[src/ufm_cfg.svh]
// register map, field positions, reset values and timing counts
`ifndef UFM_CFG_SVH
`define UFM_CFG_SVH
`define UFM_ADDR_CTRL  8'hd2
`define UFM_ADDR_DBUF  8'hd3
`define UFM_ADDR_FMT   8'he5
`define UFM_CTRL_RST   8'h20
`define UFM_FMT_RST    8'h0c
`define UFM_DBUF_RST   8'h00
// control/status bit positions
`define UFM_B_OVR      7
`define UFM_B_PERR     6
`define UFM_B_REN      4
`define UFM_B_TBX      3
`define UFM_B_TI       1
`define UFM_B_RI       0
// frame format bit positions
`define UFM_B_MCE      7
`define UFM_B_PT       6:5
`define UFM_B_PE       4
`define UFM_B_DL       3:2
`define UFM_B_XBE      1
`define UFM_B_SBL      0
// oversample ticks per bit and receive queue depth
`define UFM_OVS_DEF    16
`define UFM_RXQ_DEPTH  3
`endif

[src/ufm_pkg.sv]
// types shared by the serial port core
package ufm_pkg;
  typedef enum logic [2:0] {
    UFM_IDLE  = 3'b000,
    UFM_START = 3'b001,
    UFM_DATA  = 3'b011,
    UFM_EXTRA = 3'b010,
    UFM_STOP  = 3'b110
  } ufm_state_t;
  typedef struct packed {
    logic [7:0] data;
    logic       xbit;
    logic       perr;
  } ufm_entry_t;
endpackage

[src/ufm_core.sv]
// full-duplex serial port core with receive queue and address mode
`timescale 1ns/1ps
`include "ufm_cfg.svh"
// Notes on behaviour
// - data write loads holding register, clears empty
// - idle shifter takes held byte, empty set
// - busy shifter leaves byte waiting in holder
// - done flag at stop-bit start, interrupt
// - extra bit sent when enabled, no parity
// - parity bit computed and sent when enabled
// - receive only while enabled; queue stays readable
// - store byte if room and stops high
// - full queue drops byte, sticky overrun flag
// - low stop bit means byte not stored
// - receive flag on store; address gating
// - read returns oldest, frees slot
// - receive flag clear ignored while two or more bytes wait
// - extra bit view shows extra or stop
// - parity mismatch sets sticky parity error
// - transmit done flag cleared only by software
// - start low, lsb first, extra, stop high
// - parity type odd even mark space
// - length code selects five to eight bits
// - long stop two bits, or 1.5
module ufm_core #(
  parameter int OVS   = `UFM_OVS_DEF,
  parameter int DEPTH = `UFM_RXQ_DEPTH
) (
  input  wire logic       clk_i,
  input  wire logic       reset_i,
  input  wire logic [7:0] sfr_addr_i,
  input  wire logic [7:0] sfr_wdata_i,
  input  wire logic       sfr_wr_i,
  input  wire logic       sfr_rd_i,
  input  wire logic       os_tick_i,
  input  wire logic       serial_in_pin_i,
  output logic      [7:0] sfr_rdata_o,
  output logic            serial_out_pin_o,
  output logic            irq_o
);
  localparam int CW = $clog2(2 * OVS);
  localparam int IW = $clog2(DEPTH);
  localparam int NW = $clog2(DEPTH + 1);
  localparam logic [CW-1:0] BIT_M1  = CW'(OVS - 1);
  localparam logic [CW-1:0] HALF_M1 = CW'(OVS / 2 - 1);
  localparam logic [CW-1:0] TWO_M1  = CW'(2 * OVS - 1);
  localparam logic [CW-1:0] ONEH_M1 = CW'(OVS + OVS / 2 - 1);
  localparam logic [NW-1:0] FULL_N  = NW'(DEPTH);

  // oversampling must allow a true mid-bit point; queue needs two slots
  if (OVS < 4 || (OVS % 2) != 0 || DEPTH < 2) begin : g_bad
    $error("ufm_core: OVS must be even and >= 4, DEPTH >= 2");
  end

  // parity of the active data bits for the chosen type
  function automatic logic par_f(input logic [7:0] d,
                                 input logic [1:0] dl,
                                 input logic [1:0] pt);
    logic [7:0] m;
    m = d & (8'hff >> (2'd3 - dl));
    case (pt)
      2'b00:   par_f = ~^m; // odd
      2'b01:   par_f = ^m;  // even
      2'b10:   par_f = 1'b1;
      default: par_f = 1'b0;
    endcase
  endfunction

  logic [7:0] fmt_q;
  logic       ren_q, tbx_q, ti_q, ri_q, ovr_q, perr_q;
  logic [7:0] hold_q;
  logic       hold_full_q;
  logic [7:0] rdata_q;
  logic       irq_q;

  // register decode
  wire wr_ctrl = sfr_wr_i && (sfr_addr_i == `UFM_ADDR_CTRL);
  wire wr_dbuf = sfr_wr_i && (sfr_addr_i == `UFM_ADDR_DBUF);
  wire wr_fmt  = sfr_wr_i && (sfr_addr_i == `UFM_ADDR_FMT);
  wire rd_dbuf = sfr_rd_i && (sfr_addr_i == `UFM_ADDR_DBUF);

  // frame format fields
  wire       mce   = fmt_q[`UFM_B_MCE];
  wire [1:0] pt    = fmt_q[`UFM_B_PT];
  wire       pe    = fmt_q[`UFM_B_PE];
  wire [1:0] dl    = fmt_q[`UFM_B_DL];
  wire       xbe   = fmt_q[`UFM_B_XBE];
  wire       has_x = pe | xbe;
  wire       long2 = fmt_q[`UFM_B_SBL] && (dl != 2'b00);
  wire       longh = fmt_q[`UFM_B_SBL] && (dl == 2'b00);
  wire [2:0] last_bit = {1'b0, dl} + 3'd4;
  wire [CW-1:0] stop_m1 = long2 ? TWO_M1 : (longh ? ONEH_M1 : BIT_M1);

  // ---------------- transmitter ----------------
  ufm_pkg::ufm_state_t tx_q;
  logic [CW-1:0] tx_tc_q;
  logic [2:0]    tx_bc_q;
  logic [7:0]    tx_sh_q;
  logic          tx_x_q;
  logic          out_q;

  wire [CW-1:0] tx_lim  = (tx_q == ufm_pkg::UFM_STOP) ? stop_m1 : BIT_M1;
  wire          tx_end  = os_tick_i && (tx_tc_q == tx_lim);
  wire          tx_load = (tx_q == ufm_pkg::UFM_IDLE) && hold_full_q;
  wire          tx_last = tx_bc_q == last_bit;
  wire          tx_to_stop = tx_end &&
                  ((tx_q == ufm_pkg::UFM_DATA && tx_last && !has_x) ||
                   tx_q == ufm_pkg::UFM_EXTRA);
  // a loaded byte picks its extra bit at load time; length, extra enable and stop length stay live
  wire tx_x_d = pe ? par_f(hold_q, dl, pt) : tbx_q;

  // transmit state machine; idle reload gives back-to-back frames
  always_ff @(posedge clk_i or posedge reset_i) begin
    if (reset_i) begin
      tx_q    <= ufm_pkg::UFM_IDLE;
      tx_tc_q <= '0;
      tx_bc_q <= 3'h0;
      tx_sh_q <= 8'h00;
      tx_x_q  <= 1'b0;
    end else begin
      if (tx_q == ufm_pkg::UFM_IDLE || tx_end) tx_tc_q <= '0;
      else if (os_tick_i) tx_tc_q <= tx_tc_q + 1'b1;
      case (tx_q)
        ufm_pkg::UFM_IDLE: if (tx_load) begin
          tx_sh_q <= hold_q;
          tx_x_q  <= tx_x_d;
          tx_q    <= ufm_pkg::UFM_START;
        end
        ufm_pkg::UFM_START: if (tx_end) begin
          tx_bc_q <= 3'h0;
          tx_q    <= ufm_pkg::UFM_DATA;
        end
        ufm_pkg::UFM_DATA: if (tx_end) begin // lsb first
          tx_sh_q <= tx_sh_q >> 1;
          tx_bc_q <= tx_bc_q + 3'h1;
          if (tx_last)
            tx_q <= has_x ? ufm_pkg::UFM_EXTRA : ufm_pkg::UFM_STOP;
        end
        ufm_pkg::UFM_EXTRA: if (tx_end) tx_q <= ufm_pkg::UFM_STOP;
        default: if (tx_end) tx_q <= ufm_pkg::UFM_IDLE;
      endcase
    end
  end

  // line level follows the state one clock later
  wire out_d = (tx_q == ufm_pkg::UFM_START) ? 1'b0 :
               (tx_q == ufm_pkg::UFM_DATA)  ? tx_sh_q[0] :
               (tx_q == ufm_pkg::UFM_EXTRA) ? tx_x_q : 1'b1;

  // holding register: a write during load keeps the new byte waiting
  always_ff @(posedge clk_i or posedge reset_i) begin
    if (reset_i) begin
      hold_q      <= `UFM_DBUF_RST;
      hold_full_q <= 1'b0;
    end else if (wr_dbuf) begin
      hold_q      <= sfr_wdata_i;
      hold_full_q <= 1'b1;
    end else if (tx_load) begin
      hold_full_q <= 1'b0;
    end
  end

  // ---------------- receiver ----------------
  ufm_pkg::ufm_state_t rx_q;
  logic          s1_q, s2_q, s3_q;
  logic [CW-1:0] rx_tc_q;
  logic [2:0]    rx_bc_q;
  logic [7:0]    rx_sh_q;
  logic          rx_x_q, rx_ok_q, rx_2nd_q;

  wire fall = s3_q && !s2_q;
  wire [CW-1:0] rx_lim = (rx_q == ufm_pkg::UFM_START) ? HALF_M1 : BIT_M1;
  wire rx_smp  = os_tick_i && (rx_tc_q == rx_lim); // mid-bit
  wire rx_last = rx_bc_q == last_bit;
  wire rx_fin  = (rx_q == ufm_pkg::UFM_STOP) && rx_smp &&
                 !(long2 && !rx_2nd_q);
  wire stop_ok = s2_q && (rx_2nd_q ? rx_ok_q : 1'b1);
  wire [7:0] rx_data = rx_sh_q >> (2'd3 - dl);
  wire rx_xb   = (has_x || rx_2nd_q) ? rx_x_q : s2_q;

  // input synchroniser; second stage feeds sampling, second and third stages feed the edge detect
  always_ff @(posedge clk_i or posedge reset_i) begin
    if (reset_i) begin
      s1_q <= 1'b1;
      s2_q <= 1'b1;
      s3_q <= 1'b1;
    end else begin
      s1_q <= serial_in_pin_i;
      s2_q <= s1_q;
      s3_q <= s2_q;
    end
  end

  // receive state machine; disabling aborts any frame in flight
  always_ff @(posedge clk_i or posedge reset_i) begin
    if (reset_i) begin
      rx_q     <= ufm_pkg::UFM_IDLE;
      rx_tc_q  <= '0;
      rx_bc_q  <= 3'h0;
      rx_sh_q  <= 8'h00;
      rx_x_q   <= 1'b0;
      rx_ok_q  <= 1'b0;
      rx_2nd_q <= 1'b0;
    end else if (!ren_q) begin
      rx_q <= ufm_pkg::UFM_IDLE;
    end else begin
      if (rx_q == ufm_pkg::UFM_IDLE || rx_smp) rx_tc_q <= '0;
      else if (os_tick_i) rx_tc_q <= rx_tc_q + 1'b1;
      case (rx_q)
        ufm_pkg::UFM_IDLE: if (fall) rx_q <= ufm_pkg::UFM_START;
        ufm_pkg::UFM_START: if (rx_smp) begin // glitch check
          rx_bc_q <= 3'h0;
          rx_q    <= s2_q ? ufm_pkg::UFM_IDLE : ufm_pkg::UFM_DATA;
        end
        ufm_pkg::UFM_DATA: if (rx_smp) begin
          rx_sh_q  <= {s2_q, rx_sh_q[7:1]};
          rx_bc_q  <= rx_bc_q + 3'h1;
          rx_2nd_q <= 1'b0;
          if (rx_last)
            rx_q <= has_x ? ufm_pkg::UFM_EXTRA : ufm_pkg::UFM_STOP;
        end
        ufm_pkg::UFM_EXTRA: if (rx_smp) begin
          rx_x_q <= s2_q;
          rx_q   <= ufm_pkg::UFM_STOP;
        end
        default: if (rx_smp) begin
          if (!rx_fin) begin // first of two stop bits
            rx_2nd_q <= 1'b1;
            rx_ok_q  <= s2_q;
            if (!has_x) rx_x_q <= s2_q;
          end else begin
            rx_q <= ufm_pkg::UFM_IDLE;
          end
        end
      endcase
    end
  end

  // ---------------- receive queue ----------------
  ufm_pkg::ufm_entry_t mem_q [DEPTH];
  ufm_pkg::ufm_entry_t q_in, head;
  logic [IW-1:0] wp_q, rp_q;
  logic [NW-1:0] cnt_q;

  wire q_in_valid  = rx_fin && stop_ok;
  wire q_in_ready  = cnt_q != FULL_N;
  wire q_out_valid = cnt_q != '0;
  wire q_out_ready = rd_dbuf;
  wire push = q_in_valid && q_in_ready;
  wire pop  = q_out_valid && q_out_ready;
  assign q_in.data = rx_data;
  assign q_in.xbit = rx_xb;
  assign q_in.perr = pe && (rx_x_q != par_f(rx_data, dl, pt));
  assign head = mem_q[rp_q];

  // circular queue with wrapping pointers
  always_ff @(posedge clk_i or posedge reset_i) begin
    if (reset_i) begin
      wp_q  <= '0;
      rp_q  <= '0;
      cnt_q <= '0;
    end else begin
      if (push) wp_q <= (wp_q == IW'(DEPTH - 1)) ? '0 : wp_q + 1'b1;
      if (pop)  rp_q <= (rp_q == IW'(DEPTH - 1)) ? '0 : rp_q + 1'b1;
      cnt_q <= cnt_q + NW'(push) - NW'(pop);
    end
  end

  // queue storage needs no reset
  always_ff @(posedge clk_i) begin
    if (push) mem_q[wp_q] <= q_in;
  end

  // ---------------- flags and registers ----------------
  wire ovr_set  = q_in_valid && !q_in_ready;
  wire ri_set   = push && !(mce && !q_in.xbit);
  wire perr_set = push && q_in.perr;
  wire ri_clr   = wr_ctrl && !sfr_wdata_i[`UFM_B_RI] && (cnt_q < NW'(2));
  wire [7:0] ctrl_view = {ovr_q, perr_q, !hold_full_q, ren_q, tbx_q,
                          head.xbit, ti_q, ri_q};
  wire [7:0] rd_val = (sfr_addr_i == `UFM_ADDR_CTRL) ? ctrl_view :
                      (sfr_addr_i == `UFM_ADDR_DBUF) ? head.data :
                      (sfr_addr_i == `UFM_ADDR_FMT)  ? fmt_q : 8'h00;

  // sticky flags: a hardware set beats a software clear
  always_ff @(posedge clk_i or posedge reset_i) begin
    if (reset_i) begin
      fmt_q  <= `UFM_FMT_RST;
      ren_q  <= 1'b0;
      tbx_q  <= 1'b0;
      ti_q   <= 1'b0;
      ri_q   <= 1'b0;
      ovr_q  <= 1'b0;
      perr_q <= 1'b0;
    end else begin
      if (wr_fmt) fmt_q <= sfr_wdata_i;
      if (wr_ctrl) begin
        ren_q <= sfr_wdata_i[`UFM_B_REN];
        tbx_q <= sfr_wdata_i[`UFM_B_TBX];
      end
      ti_q   <= tx_to_stop | (wr_ctrl ? sfr_wdata_i[`UFM_B_TI] : ti_q);
      ovr_q  <= ovr_set | (wr_ctrl ? sfr_wdata_i[`UFM_B_OVR] : ovr_q);
      perr_q <= perr_set | (wr_ctrl ? sfr_wdata_i[`UFM_B_PERR] : perr_q);
      ri_q   <= ri_set | (ri_q && !ri_clr);
    end
  end

  // registered outputs; read data shows one clock after the strobe
  always_ff @(posedge clk_i or posedge reset_i) begin
    if (reset_i) begin
      rdata_q <= 8'h00;
      out_q   <= 1'b1;
      irq_q   <= 1'b0;
    end else begin
      if (sfr_rd_i) rdata_q <= rd_val;
      out_q <= out_d;
      irq_q <= ti_q | ri_q;
    end
  end

  assign sfr_rdata_o      = rdata_q;
  assign serial_out_pin_o = out_q;
  assign irq_o            = irq_q;

  // ---------------- checks ----------------
  chk_write_hold: assert property (
    @(posedge clk_i) disable iff (reset_i)
    wr_dbuf |=> hold_full_q) else $error("write did not fill holder");
  chk_idle_load: assert property (
    @(posedge clk_i) disable iff (reset_i)
    tx_load && !wr_dbuf |=> !hold_full_q && tx_q == ufm_pkg::UFM_START)
    else $error("idle shifter did not take byte");
  chk_busy_wait: assert property (
    @(posedge clk_i) disable iff (reset_i)
    hold_full_q && tx_q != ufm_pkg::UFM_IDLE |=> hold_full_q)
    else $error("held byte left during frame");
  chk_done_at_stop: assert property (
    @(posedge clk_i) disable iff (reset_i)
    tx_q == ufm_pkg::UFM_STOP && $past(tx_q) != ufm_pkg::UFM_STOP
    |-> ti_q) else $error("done flag missing at stop");
  chk_done_sticky: assert property (
    @(posedge clk_i) disable iff (reset_i)
    ti_q && !wr_ctrl |=> ti_q) else $error("done flag self-cleared");
  chk_start_low: assert property (
    @(posedge clk_i) disable iff (reset_i)
    tx_q == ufm_pkg::UFM_START |=> !serial_out_pin_o)
    else $error("start bit not low");
  chk_rx_disable: assert property (
    @(posedge clk_i) disable iff (reset_i)
    !ren_q |=> rx_q == ufm_pkg::UFM_IDLE) else $error("rx ran disabled");
  // a read in the same clock frees a slot, so the count may drop by one
  chk_overrun_flag: assert property (
    @(posedge clk_i) disable iff (reset_i)
    ovr_set && !pop |=> ovr_q && cnt_q == FULL_N)
    else $error("overrun lost");
  chk_ri_hold: assert property (
    @(posedge clk_i) disable iff (reset_i)
    ri_q && cnt_q > NW'(1) |=> ri_q) else $error("rx flag cleared early");
  chk_queue_bound: assert property (
    @(posedge clk_i) disable iff (reset_i)
    cnt_q <= FULL_N) else $error("queue count too large");
endmodule

[config.mk]
export PLATFORM = sky130hd
export DESIGN_NAME = ufm_core
export DESIGN_NICKNAME = d
export VERILOG_FILES = /design/src/ufm_pkg.sv /design/src/ufm_core.sv
export VERILOG_INCLUDE_DIRS = /design/src
export SDC_FILE = /design/constraint.sdc
export NUM_CORES = 1
export LEC_CHECK = 0
export BUFFER_PORTS_ARGS = -buffer_cell sky130_fd_sc_hd__buf_2
export CORE_AREA = 2 2 102 104
export CTS_CLUSTER_DIAMETER = 30
export DETAILED_ROUTE_END_ITERATION = 12
export DIE_AREA = 0 0 104 106
export PLACE_DENSITY = 0.75
export SKIP_LAST_GASP = 1
export SYNTH_ARGS = -nofsm -noshare
export SYNTH_HDL_FRONTEND = slang
export SYNTH_SLANG_ARGS = --single-unit
[constraint.sdc]
create_clock -name clk_i -period 2.6 [get_ports clk_i]
set_input_delay 0.26 -clock clk_i [delete_from_list [all_inputs] [get_ports clk_i]]
set_output_delay 0.26 -clock clk_i [all_outputs]
set_load 0.05 [all_outputs]
==> results.yml <==
place:
  portBuffers: 31
  placed_area_um2: 5658
  dp_hpwl_um: 7670
  place_congestion: 0.8199
cts:
  clockBufferDepth: 2
  cts_sinks: 111
  htreeDepth: 3
  root_buffer: "clkbuf_8"
  clk_pin_slew_ps: 120
  numCtsBuffers: 9
  cts_tree: "built"
  clock_latency_ps: 380
finish:
  fillCellCount: 844
  nNetsFinal: 538
  fin_area_um2: 5874
  syn_to_final_growth_pct: 10.00
  drive_above_1_share: 0.1957
  final_common_cell: "dfrtp_1"
  diodes: 0
  final_util: 0.5875
  layout.cells.most_common_list: "dfrtp_1 (78), nand2_1 (48), o21ai_0 (34), nor2_1 (33), mux2i_1 (33)"
worst_setup_path:
  critPathCaptureType: "flop"
  crit_slowest_cell: "dfstp_2"
  worst-endpoint-required_ps: 2910
  crit_cells: 8
  cp_cell_sequence: "nor2_1 -> o311ai_0 -> nor3b_1 -> and2_1 -> xnor2_1 -> ha_1 -> xnor2_1 -> xnor2_1"
  crit_type: "reg2reg"
  crit_family: "flip-flops"
  r2r-end: "cnt_q[1]$_DFF_PP0_"
  crit_fanout: 9
  rr_startpoint: "fmt_q[3]$_DFFE_PP1P_"
  cp.arrival_ps: 2610
  start_kind: "flop"
  path_buf_inv: 0
  r2r_cells: 8
  critPathMaxStageDelay_ps: 660
  crit_path_frequent_cell: "xnor2_1"
  r2r_setup_slack_ps: 300
power_and_ir_drop:
  power_density_nw_per_um2: 637.2
  ir_drop_mv: 0.2990
  p_leak_nw: 2.532
route:
  antenna_left: 0
  wl_met2_um: 4900
  wl_met1_um: 5004
  finalWirelength_um: 10580
  firstDrtPassIters: 5
  viasPerCell: 5.627
  highest_layer: "met4"
  routed-wl-met3_um: 488
  vias: 3669
  post_drt_wl_per_cell_um: 16.22
  drcViolationCount: 0
  first_iter_violations: 237
sta:
  setup_tns_ps: 0
  hold_violations: 0
  post-route-period-util: 0.8847
  worstMarginPinSlew_ps: 665.2
  drv_slew: 0
  max_freq_mhz: 434.7
  rsz0062_at_grt: "false"
  setup_violations: 0
  clock_skew_ps: 14.51
  final.min_clock_period_ps: 2300
  relSlewSlack: 0.5560
synth:
  synth_edf_count: 27
  avgSynthCellArea_um2: 11.20
  synth_area_leaders: "dfrtp_1 (37%), edfxtp_1 (15%), mux2i_1 (6.2%), mux2_2 (5.1%), nand2_1 (3.4%)"
  async_flop_share: 0.7568
  postSynthCellCount: 477
  ys_warn_count: 0
  synth_flop_cell: "dfrtp_1"
  yosysTopAreaCell: "dfrtp_1"
  netlist_area_um2: 5340
  syn_nets: 504
  ys_seq_area_frac: 0.5469
  synth_seq_cells: 111
  synth_top_area_share: 0.3655
  yosys.cell_types.count: 59
die:
  die_area_um2: 11020
  core_um2: 10000
  initial_utilization: 0.5340
  rows: 37
  io_pins: 32
  dieHeight_um: 106
  die_w_um: 104
grt:
  grt_usage: 0.2067
  globalRouteOverflowTotal: 0
  grt_pass1_vias: 3513
  antenna_found_initial: 0
  grt_pass1_wl_um: 17850
  grt_max_degree: 40
hold_path:
  min_delay_path_depth: 2
  min_from: "sfr_wdata_i[2]"
  hold_path_end: "hold_q[2]$_DFFE_PP0P_"
  hold_class: "in2reg"
run_status:
  outcome: "completed"
run:
  cap_violations: 0
[registers in the layout (all words and copies together), names as in the netlist, 2 cells and up]
| register | cells |
|---|---|
| rx_sh_q | 8 |
| rp_q | 2 |
| sfr_rdata_o | 8 |
| tx_sh_q | 8 |
| tx_bc_q | 3 |
| cnt_q | 2 |
| wp_q | 2 |
| rx_q | 3 |
| rx_bc_q | 3 |
| hold_q | 8 |
| fmt_q | 8 |
| tx_q | 3 |
| rx_tc_q | 5 |
| tx_tc_q | 5 |
| mem_q | 27 |
[worst max path at each step]
stage / startpoint / to / slack [ps]
final: fmt_q[3]$_DFFE_PP1P_ / cnt_q[1]$_DFF_PP0_ / 300
after global routing: fmt_q[2]$_DFFE_PP1P_ / perr_q$_DFF_PP0_ / 100
after CTS: fmt_q[2]$_DFFE_PP1P_ / cnt_q[1]$_DFF_PP0_ / 290
after detailed placement: fmt_q[3]$_DFFE_PP1P_ / cnt_q[1]$_DFF_PP0_ / 330
after global placement: rx_q[1]$_DFFE_PP0P_ / rx_q[0]$_DFFE_PP0P_ / 410
after floorplan: rx_q[1]$_DFFE_PP0P_ / mem_q[1][1]$_DFFE_PP_ / 160
[cell families after synthesis]
group	after synthesis	synth area share
compound gates	96	0.1108
xor+xnor	28	0.04850
fa+ha+maj	5	0.01172
buf+inv	35	0.02835
flops	111	0.5469
mux	59	0.1209
simple gates	143	0.1328
[cell usage after synthesis (9+ instances only)]
master	n
dfrtp_1	78
nand2_1	48
o21ai_0	34
mux2i_1	33
nor2_1	33
edfxtp_1	27
a21oi_1	24
mux2_2	24
xnor2_1	17
nand3_1	15
inv_1	12
xor2_1	10
clkbuf_1	9
nor3_1	9
[per-stage QoR]
step,power [W],setup WS (ps),instances,hold WS [ps]
floorplan,0.002596,158.4,477,264.5
global placement,0.002729,411.1,634,345.9
detailed placement,0.002759,334.6,634,348.5
CTS,0.003771,291.5,652,131.3
global route,0.003937,96.87,652,118.9
finish,0.003743,299.8,652,139.3
[what timing repair did]
item	in CTS	in global routing
gates resized for setup	0	0
hold endpoints to repair	35	0
setup buffers	0	0
hold buffers	2	0
[where the power goes]
group          internal [W]  switching [W]  total [W]
clock network      0.000381       0.000637    0.00102
logic              0.000248       0.000321   0.000569
registers           0.00197       0.000184    0.00216
total               0.00260        0.00114    0.00374
[cell type report]
cell class	instances	area (um^2)	area share
clock buffers	9	123.9	0.02109
flip-flops and latches	111	2920	0.4971
clock inverters	7	72.57	0.01235
repair buffers	46	272.8	0.04643
multi-input cells	331	2268	0.3862
inverters	12	46.29	0.007881
well taps	136	170.2	0.02897
[routing by layer]
layer	track usage	vias to the layer above
met3	0.03863	15
met1	0.2969	1793
met2	0.3200	83
met4	0.06757	0
li1	-	1778
met5	0	-
No activity file was read; power rests on OpenSTA's default activity.
